===== src/lfc_consts.svh =====
// constants for the lens-focus coil driver control block
`ifndef LFC_CONSTS_SVH
`define LFC_CONSTS_SVH
// ==========================================
// command word field positions
`define LFC_CMD_W         16
`define LFC_PS_BIT        15
`define LFC_EN_BIT        14
`define LFC_MODE_BIT      13
`define LFC_SEL_HI        12
`define LFC_SEL_LO        10
`define LFC_DATA_HI       9
`define LFC_DATA_LO       0
// ==========================================
// register select codes
`define LFC_SEL_TARGET    3'h0
`define LFC_SEL_RES_SLEW  3'h1
`define LFC_SEL_IDLE1     3'h2
`define LFC_SEL_IDLE2     3'h3
`define LFC_SEL_STEP      3'h4
// ==========================================
// parameter set field positions
`define LFC_RES_HI        7
`define LFC_RES_LO        3
`define LFC_SLEW_HI       1
`define LFC_SLEW_LO       0
`define LFC_SSIZE_HI      7
`define LFC_SSIZE_LO      5
`define LFC_STIME_HI      4
`define LFC_STIME_LO      0
// ==========================================
// timing
`define LFC_CLK_MHZ       250
`define LFC_STEP_UNIT_US  50
`define LFC_UNIT_CYC      (`LFC_STEP_UNIT_US * `LFC_CLK_MHZ)
// ==========================================
// two-wire bus address and converter reset code
`define LFC_DEV_ADDR      7'h0c
`define LFC_RESET_CODE    10'h000
`endif


===== src/lfc_pkg.sv =====
// types shared by the lens-focus coil driver control block
package lfc_pkg;
	typedef struct packed {
		logic       power_save_n;
		logic       out_enable;
		logic       current_source_drive;
		logic [2:0] register_select_code;
		logic [9:0] payload_bits;
	} lfc_cmd_t;

	typedef struct packed {
		logic [9:0] target_current_limit;
		logic [4:0] resonance;
		logic [1:0] slew;
		logic [9:0] idle_current_first;
		logic [9:0] idle_current_second;
		logic [2:0] step_size;
		logic [4:0] step_time;
	} lfc_params_t;
endpackage


===== src/lfc_coil_ctrl.sv =====
// lens-focus coil driver control: command decode, parameters, stepped target
// ==========================================
// Function
// - power-save bit: 0 puts the driver in standby, 1 runs it
// - enable bit: 0 leaves coil output off, 1 sinks regulated current unless in standby
// - mode bit: 0 disables current-source drive mode, 1 enables it outside standby
// - select 000 routes data to target, 001 to 100 to parameter sets
// - target selected: all ten data bits become the target position code
// - set one holds resonance in bits 7:3, slew rate in bits 1:0
// - set two stores ten data bits as first idle coil current
// - set three stores ten data bits as second idle coil current
// - set four bits 7:5 give step size, smallest is one code
// - set four bits 4:0 give step interval in 50 us units
`include "lfc_consts.svh"
module lfc_coil_ctrl #(
	parameter int UNIT_CYC = `LFC_UNIT_CYC,
	parameter logic [6:0] DEV_ADDR = `LFC_DEV_ADDR
) (
	input  wire logic                 core_clk,
	input  wire logic                 rst,
	input  wire logic                 scl_in,
	input  wire logic                 sda_in,
	output logic                      sda_out,
	output logic                      sda_oe,
	output logic                      standby,
	output logic                      coil_sink_en,
	output logic                      current_source_drive,
	output logic [9:0]                dac_code,
	output lfc_pkg::lfc_params_t      params,
	output logic                      moving
);
	import lfc_pkg::*;

	lfc_cmd_t    cmd;
	logic        cmd_valid;
	logic [15:0] cmd_word;
	logic        ack_oe;
	logic        ps_q;
	logic        en_q;
	logic        mode_q;
	lfc_params_t par_q;
	logic [9:0]  code_q;
	logic [13:0] unit_cnt_q;
	logic [4:0]  tick_cnt_q;
	logic        wr_target;
	logic        wr_res_slew;
	logic        wr_idle1;
	logic        wr_idle2;
	logic        wr_step;
	logic        unit_end;
	logic        step_due;

	assign cmd = lfc_cmd_t'(cmd_word);
	// a step falls on the last unit of each interval
	assign unit_end = (unit_cnt_q == 14'(UNIT_CYC - 1));
	assign step_due = unit_end && (tick_cnt_q >= par_q.step_time - 5'h01);

	// step magnitude in codes: field value plus one, so zero still moves
	function automatic logic [9:0] step_codes(input logic [2:0] sz);
		step_codes = {7'h00, sz} + 10'h001;
	endfunction

	function automatic logic [9:0] approach(input logic [9:0] cur,
	                                        input logic [9:0] tgt,
	                                        input logic [9:0] stp);
		logic [9:0] diff;
		diff = (tgt > cur) ? (tgt - cur) : (cur - tgt);
		if (diff <= stp) begin
			approach = tgt;
		end else if (tgt > cur) begin
			approach = cur + stp;
		end else begin
			approach = cur - stp;
		end
	endfunction

	// ==========================================
	// serial receiver
	lfc_twi_rx #(
		.DEV_ADDR (DEV_ADDR)
	) u_rx (
		.core_clk  (core_clk),
		.rst       (rst),
		.scl_in    (scl_in),
		.sda_in    (sda_in),
		.sda_oe    (ack_oe),
		.cmd_valid (cmd_valid),
		.cmd_word  (cmd_word)
	);

	// ==========================================
	// select decode; codes 5 to 7 write nothing
	always_comb begin
		wr_target   = 1'b0;
		wr_res_slew = 1'b0;
		wr_idle1    = 1'b0;
		wr_idle2    = 1'b0;
		wr_step     = 1'b0;
		if (!cmd_valid) begin
			wr_target = 1'b0;
		end else if (cmd.register_select_code == `LFC_SEL_TARGET) begin
			wr_target = 1'b1;
		end else if (cmd.register_select_code == `LFC_SEL_RES_SLEW) begin
			wr_res_slew = 1'b1;
		end else if (cmd.register_select_code == `LFC_SEL_IDLE1) begin
			wr_idle1 = 1'b1;
		end else if (cmd.register_select_code == `LFC_SEL_IDLE2) begin
			wr_idle2 = 1'b1;
		end else if (cmd.register_select_code == `LFC_SEL_STEP) begin
			wr_step = 1'b1;
		end
	end

	// ==========================================
	// control bits, latched from every command
	always_ff @(posedge core_clk or posedge rst) begin
		if (rst) begin
			ps_q   <= 1'b0;
			en_q   <= 1'b0;
			mode_q <= 1'b0;
		end else if (cmd_valid) begin
			ps_q   <= cmd.power_save_n;
			en_q   <= cmd.out_enable;
			mode_q <= cmd.current_source_drive;
		end
	end

	// ==========================================
	// parameter registers
	always_ff @(posedge core_clk or posedge rst) begin
		if (rst) begin
			par_q <= '0;
		end else if (wr_target) begin
			par_q.target_current_limit <= cmd.payload_bits;
		end else if (wr_res_slew) begin
			par_q.resonance <= cmd.payload_bits[`LFC_RES_HI:`LFC_RES_LO];
			par_q.slew      <= cmd.payload_bits[`LFC_SLEW_HI:`LFC_SLEW_LO];
		end else if (wr_idle1) begin
			par_q.idle_current_first <= cmd.payload_bits;
		end else if (wr_idle2) begin
			par_q.idle_current_second <= cmd.payload_bits;
		end else if (wr_step) begin
			par_q.step_size <= cmd.payload_bits[`LFC_SSIZE_HI:`LFC_SSIZE_LO];
			par_q.step_time <= cmd.payload_bits[`LFC_STIME_HI:`LFC_STIME_LO];
		end
	end

	// ==========================================
	// step interval timer; held in reset during standby
	always_ff @(posedge core_clk or posedge rst) begin
		if (rst) begin
			unit_cnt_q <= 14'h0000;
			tick_cnt_q <= 5'h00;
		end else if (!ps_q || code_q == par_q.target_current_limit) begin
			unit_cnt_q <= 14'h0000;
			tick_cnt_q <= 5'h00;
		end else if (unit_end) begin
			unit_cnt_q <= 14'h0000;
			// wrap on the stepping unit so steps land step_time units apart
			tick_cnt_q <= step_due ? 5'h00 : tick_cnt_q + 5'h01;
		end else begin
			unit_cnt_q <= unit_cnt_q + 14'h0001;
		end
	end

	// ==========================================
	// output code ramp
	// step time zero means jump at once: no interval is defined
	always_ff @(posedge core_clk or posedge rst) begin
		if (rst) begin
			code_q <= `LFC_RESET_CODE;
		end else if (!ps_q) begin
			code_q <= code_q;
		end else if (par_q.step_time == 5'h00) begin
			code_q <= par_q.target_current_limit;
		end else if (step_due) begin
			code_q <= approach(code_q, par_q.target_current_limit,
			                   step_codes(par_q.step_size));
		end
	end

	// ==========================================
	// bus outputs; open drain, so only low is ever driven
	always_ff @(posedge core_clk or posedge rst) begin
		if (rst) begin
			sda_out <= 1'b0;
			sda_oe  <= 1'b0;
		end else begin
			sda_out <= 1'b0;
			sda_oe  <= ack_oe;
		end
	end

	// ==========================================
	// status outputs
	always_ff @(posedge core_clk or posedge rst) begin
		if (rst) begin
			standby              <= 1'b1;
			coil_sink_en         <= 1'b0;
			current_source_drive <= 1'b0;
			moving               <= 1'b0;
		end else begin
			standby              <= ~ps_q;
			coil_sink_en         <= ps_q & en_q;
			current_source_drive <= ps_q & mode_q;
			moving               <= ps_q && (code_q != par_q.target_current_limit);
		end
	end

	// ==========================================
	// converter code output
	always_ff @(posedge core_clk or posedge rst) begin
		if (rst) begin
			dac_code <= `LFC_RESET_CODE;
		end else begin
			dac_code <= code_q;
		end
	end

	// ==========================================
	// parameter outputs
	always_ff @(posedge core_clk or posedge rst) begin
		if (rst) begin
			params <= '0;
		end else begin
			params <= par_q;
		end
	end
endmodule


===== src/lfc_twi_rx.sv =====
// two-wire bus write receiver: collects a two-byte command word
`include "lfc_consts.svh"
module lfc_twi_rx #(
	parameter logic [6:0] DEV_ADDR = `LFC_DEV_ADDR
) (
	input  wire logic                   core_clk,
	input  wire logic                   rst,
	input  wire logic                   scl_in,
	input  wire logic                   sda_in,
	output logic                        sda_oe,
	output logic                        cmd_valid,
	output logic [`LFC_CMD_W-1:0]       cmd_word
);
	import lfc_pkg::*;

	typedef enum logic [2:0] {ST_IDLE, ST_ADDR, ST_ACK, ST_DATA, ST_SKIP} lfc_rx_st_t;

	lfc_rx_st_t  st_q;
	logic        scl_q;
	logic        sda_q;
	logic [3:0]  bit_cnt_q;
	logic [7:0]  shift_q;
	logic [1:0]  byte_cnt_q;
	logic [7:0]  word_q;
	logic        scl_rise;
	logic        scl_fall;
	logic        start_c;
	logic        stop_c;

	assign scl_rise = scl_in & ~scl_q;
	assign scl_fall = ~scl_in & scl_q;
	assign start_c  = scl_in & scl_q & sda_q & ~sda_in;
	assign stop_c   = scl_in & scl_q & ~sda_q & sda_in;

	// ==========================================
	// line history; inputs are synchronous to core_clk
	always_ff @(posedge core_clk or posedge rst) begin
		if (rst) begin
			scl_q <= 1'b1;
			sda_q <= 1'b1;
		end else begin
			scl_q <= scl_in;
			sda_q <= sda_in;
		end
	end

	// ==========================================
	// byte receiver and ack
	always_ff @(posedge core_clk or posedge rst) begin
		if (rst) begin
			st_q       <= ST_IDLE;
			bit_cnt_q  <= 4'h0;
			shift_q    <= 8'h00;
			byte_cnt_q <= 2'h0;
			word_q     <= 8'h00;
			sda_oe     <= 1'b0;
			cmd_valid  <= 1'b0;
			cmd_word   <= 16'h0000;
		end else begin
			cmd_valid <= 1'b0;
			if (start_c) begin
				st_q       <= ST_ADDR;
				bit_cnt_q  <= 4'h0;
				byte_cnt_q <= 2'h0;
				sda_oe     <= 1'b0;
			end else if (stop_c) begin
				st_q   <= ST_IDLE;
				sda_oe <= 1'b0;
			end else begin
				case (st_q)
					ST_ADDR, ST_DATA: begin
						if (scl_rise) begin
							shift_q   <= {shift_q[6:0], sda_in};
							bit_cnt_q <= bit_cnt_q + 4'h1;
						end
						if (scl_fall && bit_cnt_q == 4'h8) begin
							bit_cnt_q <= 4'h0;
							if (st_q == ST_ADDR) begin
								// only writes to our address are acked
								sda_oe    <= (shift_q == {DEV_ADDR, 1'b0});
								st_q      <= (shift_q == {DEV_ADDR, 1'b0}) ? ST_ACK : ST_SKIP;
							end else begin
								sda_oe <= 1'b1;
								st_q   <= ST_ACK;
								if (byte_cnt_q == 2'h0) begin
									word_q     <= shift_q;
									byte_cnt_q <= 2'h1;
								end else begin
									// second byte completes the command
									cmd_word   <= {word_q, shift_q};
									cmd_valid  <= 1'b1;
									byte_cnt_q <= 2'h0;
								end
							end
						end
					end
					ST_ACK: begin
						if (scl_fall) begin
							sda_oe <= 1'b0;
							st_q   <= ST_DATA;
						end
					end
					default: begin
						sda_oe <= 1'b0;
					end
				endcase
			end
		end
	end
endmodule


===== config.mk =====
export PLATFORM = sky130hd
export DESIGN_NAME = lfc_coil_ctrl
export DESIGN_NICKNAME = d
export VERILOG_FILES = /design/src/lfc_pkg.sv /design/src/lfc_coil_ctrl.sv /design/src/lfc_twi_rx.sv
export VERILOG_INCLUDE_DIRS = /design/src
export SDC_FILE = /design/constraint.sdc
export NUM_CORES = 1
export LEC_CHECK = 0
export ABC_AREA = 1
export BUFFER_PORTS_ARGS = -buffer_cell sky130_fd_sc_hd__buf_2
export CAP_MARGIN = 20
export CORE_MARGIN = 8
export CORE_UTILIZATION = 30
export DETAILED_ROUTE_END_ITERATION = 10
export GPL_ROUTABILITY_DRIVEN = 0
export PLACE_DENSITY_LB_ADDON = 0.05
export REMOVE_ABC_BUFFERS = 1
export SKIP_CTS_REPAIR_TIMING = 1
export SYNTH_ARGS = -nofsm -noshare
export SYNTH_HDL_FRONTEND = slang
export SYNTH_HIERARCHICAL = 1
export SYNTH_SLANG_ARGS = --single-unit

===== constraint.sdc =====
create_clock -name core_clk -period 5.9 [get_ports core_clk]
set_clock_uncertainty 0.1 [all_clocks]
set_input_delay 0.59 -clock core_clk [delete_from_list [all_inputs] [get_ports core_clk]]
set_output_delay 0.59 -clock core_clk [all_outputs]
set_load 0.03 [all_outputs]

== Word-level counts from Yosys, hierarchy flattened ==
Cells that the tools add are included.

* Add/subtract/negate cells: 9
* Magnitude comparators: 3
* Equality and inequality tests: 16
* Muxes and demuxes: 60
* Bitwise gates (word level): 22
* Reductions and logical operators: 27

{| class="wikitable"
|+ Operators with widths
! operator !! count
|-
| 10-bit two-way mux || 5
|-
| 1-bit two-way mux || 32
|-
| 14-bit two-way mux || 2
|-
| 4-bit two-way mux || 5
|-
| 10-bit subtractor || 2
|-
| 3-bit two-way mux || 6
|-
| 5-bit two-way mux || 3
|-
| 14-bit by 1-bit adder with 14-bit output, second input constant || 1
|-
| 14-bit equality test, second input constant || 1
|-
| 1-bit inverter || 13
|-
| 3-bit by 2-bit equality test with 1-bit output, second input constant || 4
|-
| 4-bit AND reduction || 3
|-
| 6-bit AND reduction || 2
|-
| 10-bit by 4-bit adder with 10-bit output || 1
|-
| 10-bit equality test || 1
|-
| 10-bit greater-than comparator || 1
|-
| 10-bit by 4-bit <= comparator with 1-bit output || 1
|-
| 2-bit two-way mux || 5
|-
| 10-bit != test || 1
|-
| 10-bit by 4-bit subtractor with 10-bit output || 1
|-
| 1-bit bitwise AND || 9
|-
| 3-bit AND reduction || 3
|-
| 8-bit by 5-bit equality test with 1-bit output, second input constant || 1
|-
| 4-bit by 1-bit != test with 1-bit output, second input constant || 2
|-
| 23 further kinds || 32
|}

* Bits in registers: 182
* Input bits: 4
* Output and inout port bits: 61
* Word-level logic and storage cells: 173

== Depth between registers and ports, before layout ==
* Word-level depth: 8
* Depth in mapped cells: 23

== By module ==
Netlist, hierarchy kept.

{| class="wikitable"
|+ By module, submodules not included
! module !! instances !! cells an instance !! area an instance (µm²)
|-
| lfc_coil_ctrl || 1 || 754 || 6,612.6
|-
| lfc_twi_rx || 1 || 222 || 1,966.9
|}

== Worst setup path before layout ==
No wires, ideal clock.

* Kind: register to register
* From: reg par_q[41] in the netlist's numbering
* To: reg code_q[8]
* Library setup time: 0.117 ns
* Data arrival time: 3.044 ns
* Path slack: 2.639 ns
* Cell stages (with the launch flop): 20
* Buffers on the path: 1
* Clock period less this slack: 3.261 ns
* Cells stage by stage: dfrtp_1 inv_1 ha_1 nand2_1 nor2_1 nand3_1 nand3_2 nand2_1 buf_2 nor2_1 xor2_1 inv_1 fa_1 o21ai_0 nand4_1 o211ai_1 xnor2_1 nand3_1 nand3_1 nand2_1

* Cells in the longest elaborated chain, start to end: 6
* Elaborated cells on any way between the ends: 9
* Classes of those cells: 2 x add/sub; 2 x order compare; 5 x mux

{| class="wikitable"
|+ Ends and longest elaborated chain
! what !! line !! RTL
|-
| start, declared || lfc_coil_ctrl.sv:41 || <nowiki>lfc_params_t par_q;</nowiki>
|-
| 10-bit subtractor / 10-bit greater-than comparator (equally long branches) || lfc_coil_ctrl.sv:67, lfc_coil_ctrl.sv:70 ||
|-
| 10-bit two-way mux || lfc_coil_ctrl.sv:67 || <nowiki>diff = (tgt > cur) ? (tgt - cur) : (cur - tgt);</nowiki>
|-
| 10-bit by 4-bit <= comparator with 1-bit output || lfc_coil_ctrl.sv:68 || <nowiki>if (diff <= stp) begin</nowiki>
|-
| 10-bit two-way mux (*) || lfc_coil_ctrl.sv:68 ||
|-
| 10-bit two-way mux (*) || lfc_coil_ctrl.sv:176 || <nowiki>end else if (step_due) begin</nowiki>
|-
| 10-bit two-way mux (*) || lfc_coil_ctrl.sv:174 || <nowiki>end else if (par_q.step_time == 5'h00) begin</nowiki>
|-
| end signal, assigned || lfc_coil_ctrl.sv:173 || <nowiki>code_q <= code_q;</nowiki>
|-
| end signal, assigned || lfc_coil_ctrl.sv:175 || <nowiki>code_q <= par_q.target_current_limit;</nowiki>
|-
| end signal, assigned || lfc_coil_ctrl.sv:177 || <nowiki>code_q <= approach(code_q, par_q.target_current_limit,</nowiki>
|-
| end, declared || lfc_coil_ctrl.sv:42 || <nowiki>logic [9:0] code_q;</nowiki>
|}

Every way passes the cells marked *; elsewhere a longest branch is shown, timed or not. The select of a mux whose other input is x is not followed.
A chain may end at the register's enable or synchronous reset.

== Worst setup path in the final report ==
* From: reg par_q[40] in the netlist's numbering
* To: reg code_q[9]

Same word-level chain as after synthesis.

==> run summary <==
Die X -> 185 um
synthesized area per cell -> 8.79 um^2
Hold Vio Cnt, Final -> 0
met1 usage in global routing -> 0.178
Final period util -> 0.686
max_cap viols -> 0
synth unique cells -> 41
most frequent cells in the layout -> nand2_1, dfrtp_1, inv_1, o21ai_0, nand3_1
Wirelength per Cell -> 15.3 um
commonest non-fill, non-tap cell in the layout -> nand2_1
Crit Path Class -> reg2reg
port bufs -> 63
Max Slew Vio Count -> 0
final setup violation count -> 0
met3 GRT Util -> 0.0322
Worst VDD drop -> 181 uV
Synth Cell Area -> 8580 um^2
initial antenna violation count -> 0
setup TNS -> 0 ns
fmax -> 247 MHz
GRT Util Overall -> 0.138
layout cell share with drive strength beyond 1 -> 0.134
nets -> 1093
CTS H-tree depth -> 4
Synth Flop Type -> dfrtp_1
Syn-to-layout area delta -> 15.3%
Clock Sink Count -> 181
P_leak -> 5.22 nW
# rows -> 62
Ys Warns -> 6
TritonCTS clock tree -> built
drt first-iter violations -> 352
hold_ws -> 0.184 ns
crit-path max FO -> 12
CP Launch Type -> flop
Net Switching -> 0.813 mW
fin crit period -> 4.05 ns
Logic pwr share -> 0.096
core box area -> 28500 um^2
GR peak layer -> met2
grt met2 use -> 0.228
vias in the first global route -> 6543
slew at the pin closest to its max-slew limit -> 1.06 ns
# IOs -> 65
die area -> 34300 um^2
Post-route DRC -> 0
Async SR Flop Fraction -> 1.00
CTS Buf Count -> 17
vias per cell -> 4.40
clock share of power -> 0.422
Max Buffers Root-to-Sink -> 2
dpl hpwl -> 16100 um
die height -> 185 um
Root Driver -> clkbuf_16
total routed wirelength -> 22000 um
RSZ-0062 raised after global routing -> no
P_int -> 2.01 mW
Inserted Diodes -> 0
starting density of the core -> 0.301
Clock Pin Slew Worst Setup and Hold Paths -> 0.07 ns
pin count of the biggest net entering global routing -> 87
First-pass DRT Iterations -> 4
Hold Path Class -> in2reg
Worst EP arrival -> 4.27 ns
CP Capture Type -> flop
Final ANT Viol Nets -> 0
Post-synth EDFFs -> 0
Remaining Overflow, GRT -> 0
Seq/Total Area, Yosys -> 0.528
sequential share of power -> 0.482
layout filler cell count -> 3035
#FFs+latches synth -> 181
Vias -> 6337
power per cell area -> 285 nW/um^2
Worst slew margin -> 0.295
first-pass GRT wire length -> 36400 um
critical path data required time -> 6.12 ns
Net Sw Frac -> 0.288
Synth Instances -> 976
status -> complete, no violations
clk_lat worst skew -> 0.44 ns
## state kept, by name, indices dropped and copies added, names as in the netlist, 3 cells and up
register,count
code_q,10
dac_code,10
par_q,45
params,45
tick_cnt_q,5
u_rx/bit_cnt_q,4
u_rx/cmd_word,16
u_rx/shift_q,8
u_rx/st_q,3
u_rx/word_q,8
unit_cnt_q,14
## metrics by stage
step | setup WS (ns) | power (mW) | util | cell area (um^2) | instances
finish | 1.85 | 2.82 | 0.348 | 9900 | 1439
CTS | 1.84 | 2.88 | 0.348 | 9900 | 1439
detailed placement | 1.87 | 1.67 | 0.326 | 9290 | 1407
global route | 1.39 | 2.99 | 0.348 | 9900 | 1439
floorplan | 1.54 | 1.59 | - | 8470 | 958
global placement | 1.91 | 1.67 | 0.326 | 9290 | 1407
## per-layer routing
layer	up-vias	routed length (um)
met5	-	0
met4	0	299
met3	23	437
met2	63	10600
met1	3004	10600
li1	3247	-
## worst max-delay path, stage by stage, from the launching register on
cell	delay [ns]
dfrtp_1	0.40
inv_1	0.08
ha_1	0.42
a21oi_1	0.33
o21ai_1	0.11
nand2_1	0.08
nand3_2	0.09
nand2_1	0.34
inv_1	0.15
nand2_1	0.09
nand2_1	0.05
ha_1	0.36
nand2_1	0.07
o21ai_0	0.41
nand2_1	0.09
nand2_1	0.13
a21oi_1	0.11
nand3b_1	0.17
nand2_1	0.09
nand3_2	0.08
nand3_1	0.11
nand2_1	0.06
## power groups by stage
stage	clock [mW]	sequential, mW	combinational, mW
after floorplan	0	1.38	0.212
after global placement	0	1.39	0.281
after detailed placement	0	1.39	0.281
after CTS	1.24	1.36	0.281
after global routing	1.29	1.37	0.325
final	1.19	1.36	0.272
## cell type report
class / instances / area, um^2 / area share
Multi-Input combinational cell: 645 / 3440 / 0.348
Sequential cell: 181 / 4530 / 0.458
Clock inverter: 15 / 183 / 0.0185
Inverter: 132 / 500 / 0.0506
Clock buffer: 17 / 425 / 0.0430
Tap cell: 384 / 480 / 0.0486
Timing Repair Buffer: 65 / 330 / 0.0334
## final timing paths
kind | start | endpoint | slack (ns) | depth (start not counted)
min reg2reg | par_q[14]$_DFFE_PP0P_ | params[14]$_DFF_PP0_ | 0.28 | 0
min | sda_in | u_rx/sda_q$_DFF_PP1_ | 0.18 | 1
max reg2reg | par_q[40]$_DFFE_PP0P_ | code_q[9]$_DFFE_PP0P_ | 1.85 | 21
max in group asynchronous | rst | params[32]$_DFF_PP0_ | 4.28 | 3
min in group asynchronous | rst | sda_oe$_DFF_PP0_ | 0.20 | 2
max | par_q[40]$_DFFE_PP0P_ | code_q[9]$_DFFE_PP0P_ | 1.85 | 21
## cells by family (layout without fill, tap and decap cells)
| family | count (synthesis) | after routing | share of synthesized area |
|---|---|---|---|
| fa+ha+maj | 47 | 47 | 0.0712 |
| flops | 181 | 181 | 0.528 |
| other cells | 1 | 1 | 0.000437 |
| compound gates | 134 | 134 | 0.0900 |
| simple gates | 442 | 442 | 0.218 |
| xor+xnor | 21 | 21 | 0.0214 |
| buf+inv | 150 | 229 | 0.0703 |
## synth_stat cells (3+ instances only)
master | instances | area (um^2)
nand3_2 | 5 | 50.1
o21ai_2 | 17 | 149
ha_1 | 44 | 551
dfstp_2 | 3 | 78.8
o21ai_0 | 71 | 355
buf_2 | 5 | 25.0
inv_1 | 130 | 488
fa_1 | 3 | 60.1
buf_6 | 4 | 45.0
nand4_1 | 13 | 81.3
nor2_2 | 5 | 31.3
xnor2_1 | 9 | 78.8
dfrtp_1 | 178 | 4450
xor2_1 | 12 | 105
nand2_1 | 284 | 1070
nor3_1 | 7 | 35.0
nand3_1 | 65 | 325
o21ai_1 | 3 | 15.0
nand2_2 | 8 | 50.1
clkbuf_1 | 8 | 30.0
nor4_1 | 3 | 18.8
nor2_1 | 48 | 180
a21oi_1 | 30 | 150
Note: power is estimated with default switching activity, not from simulation.
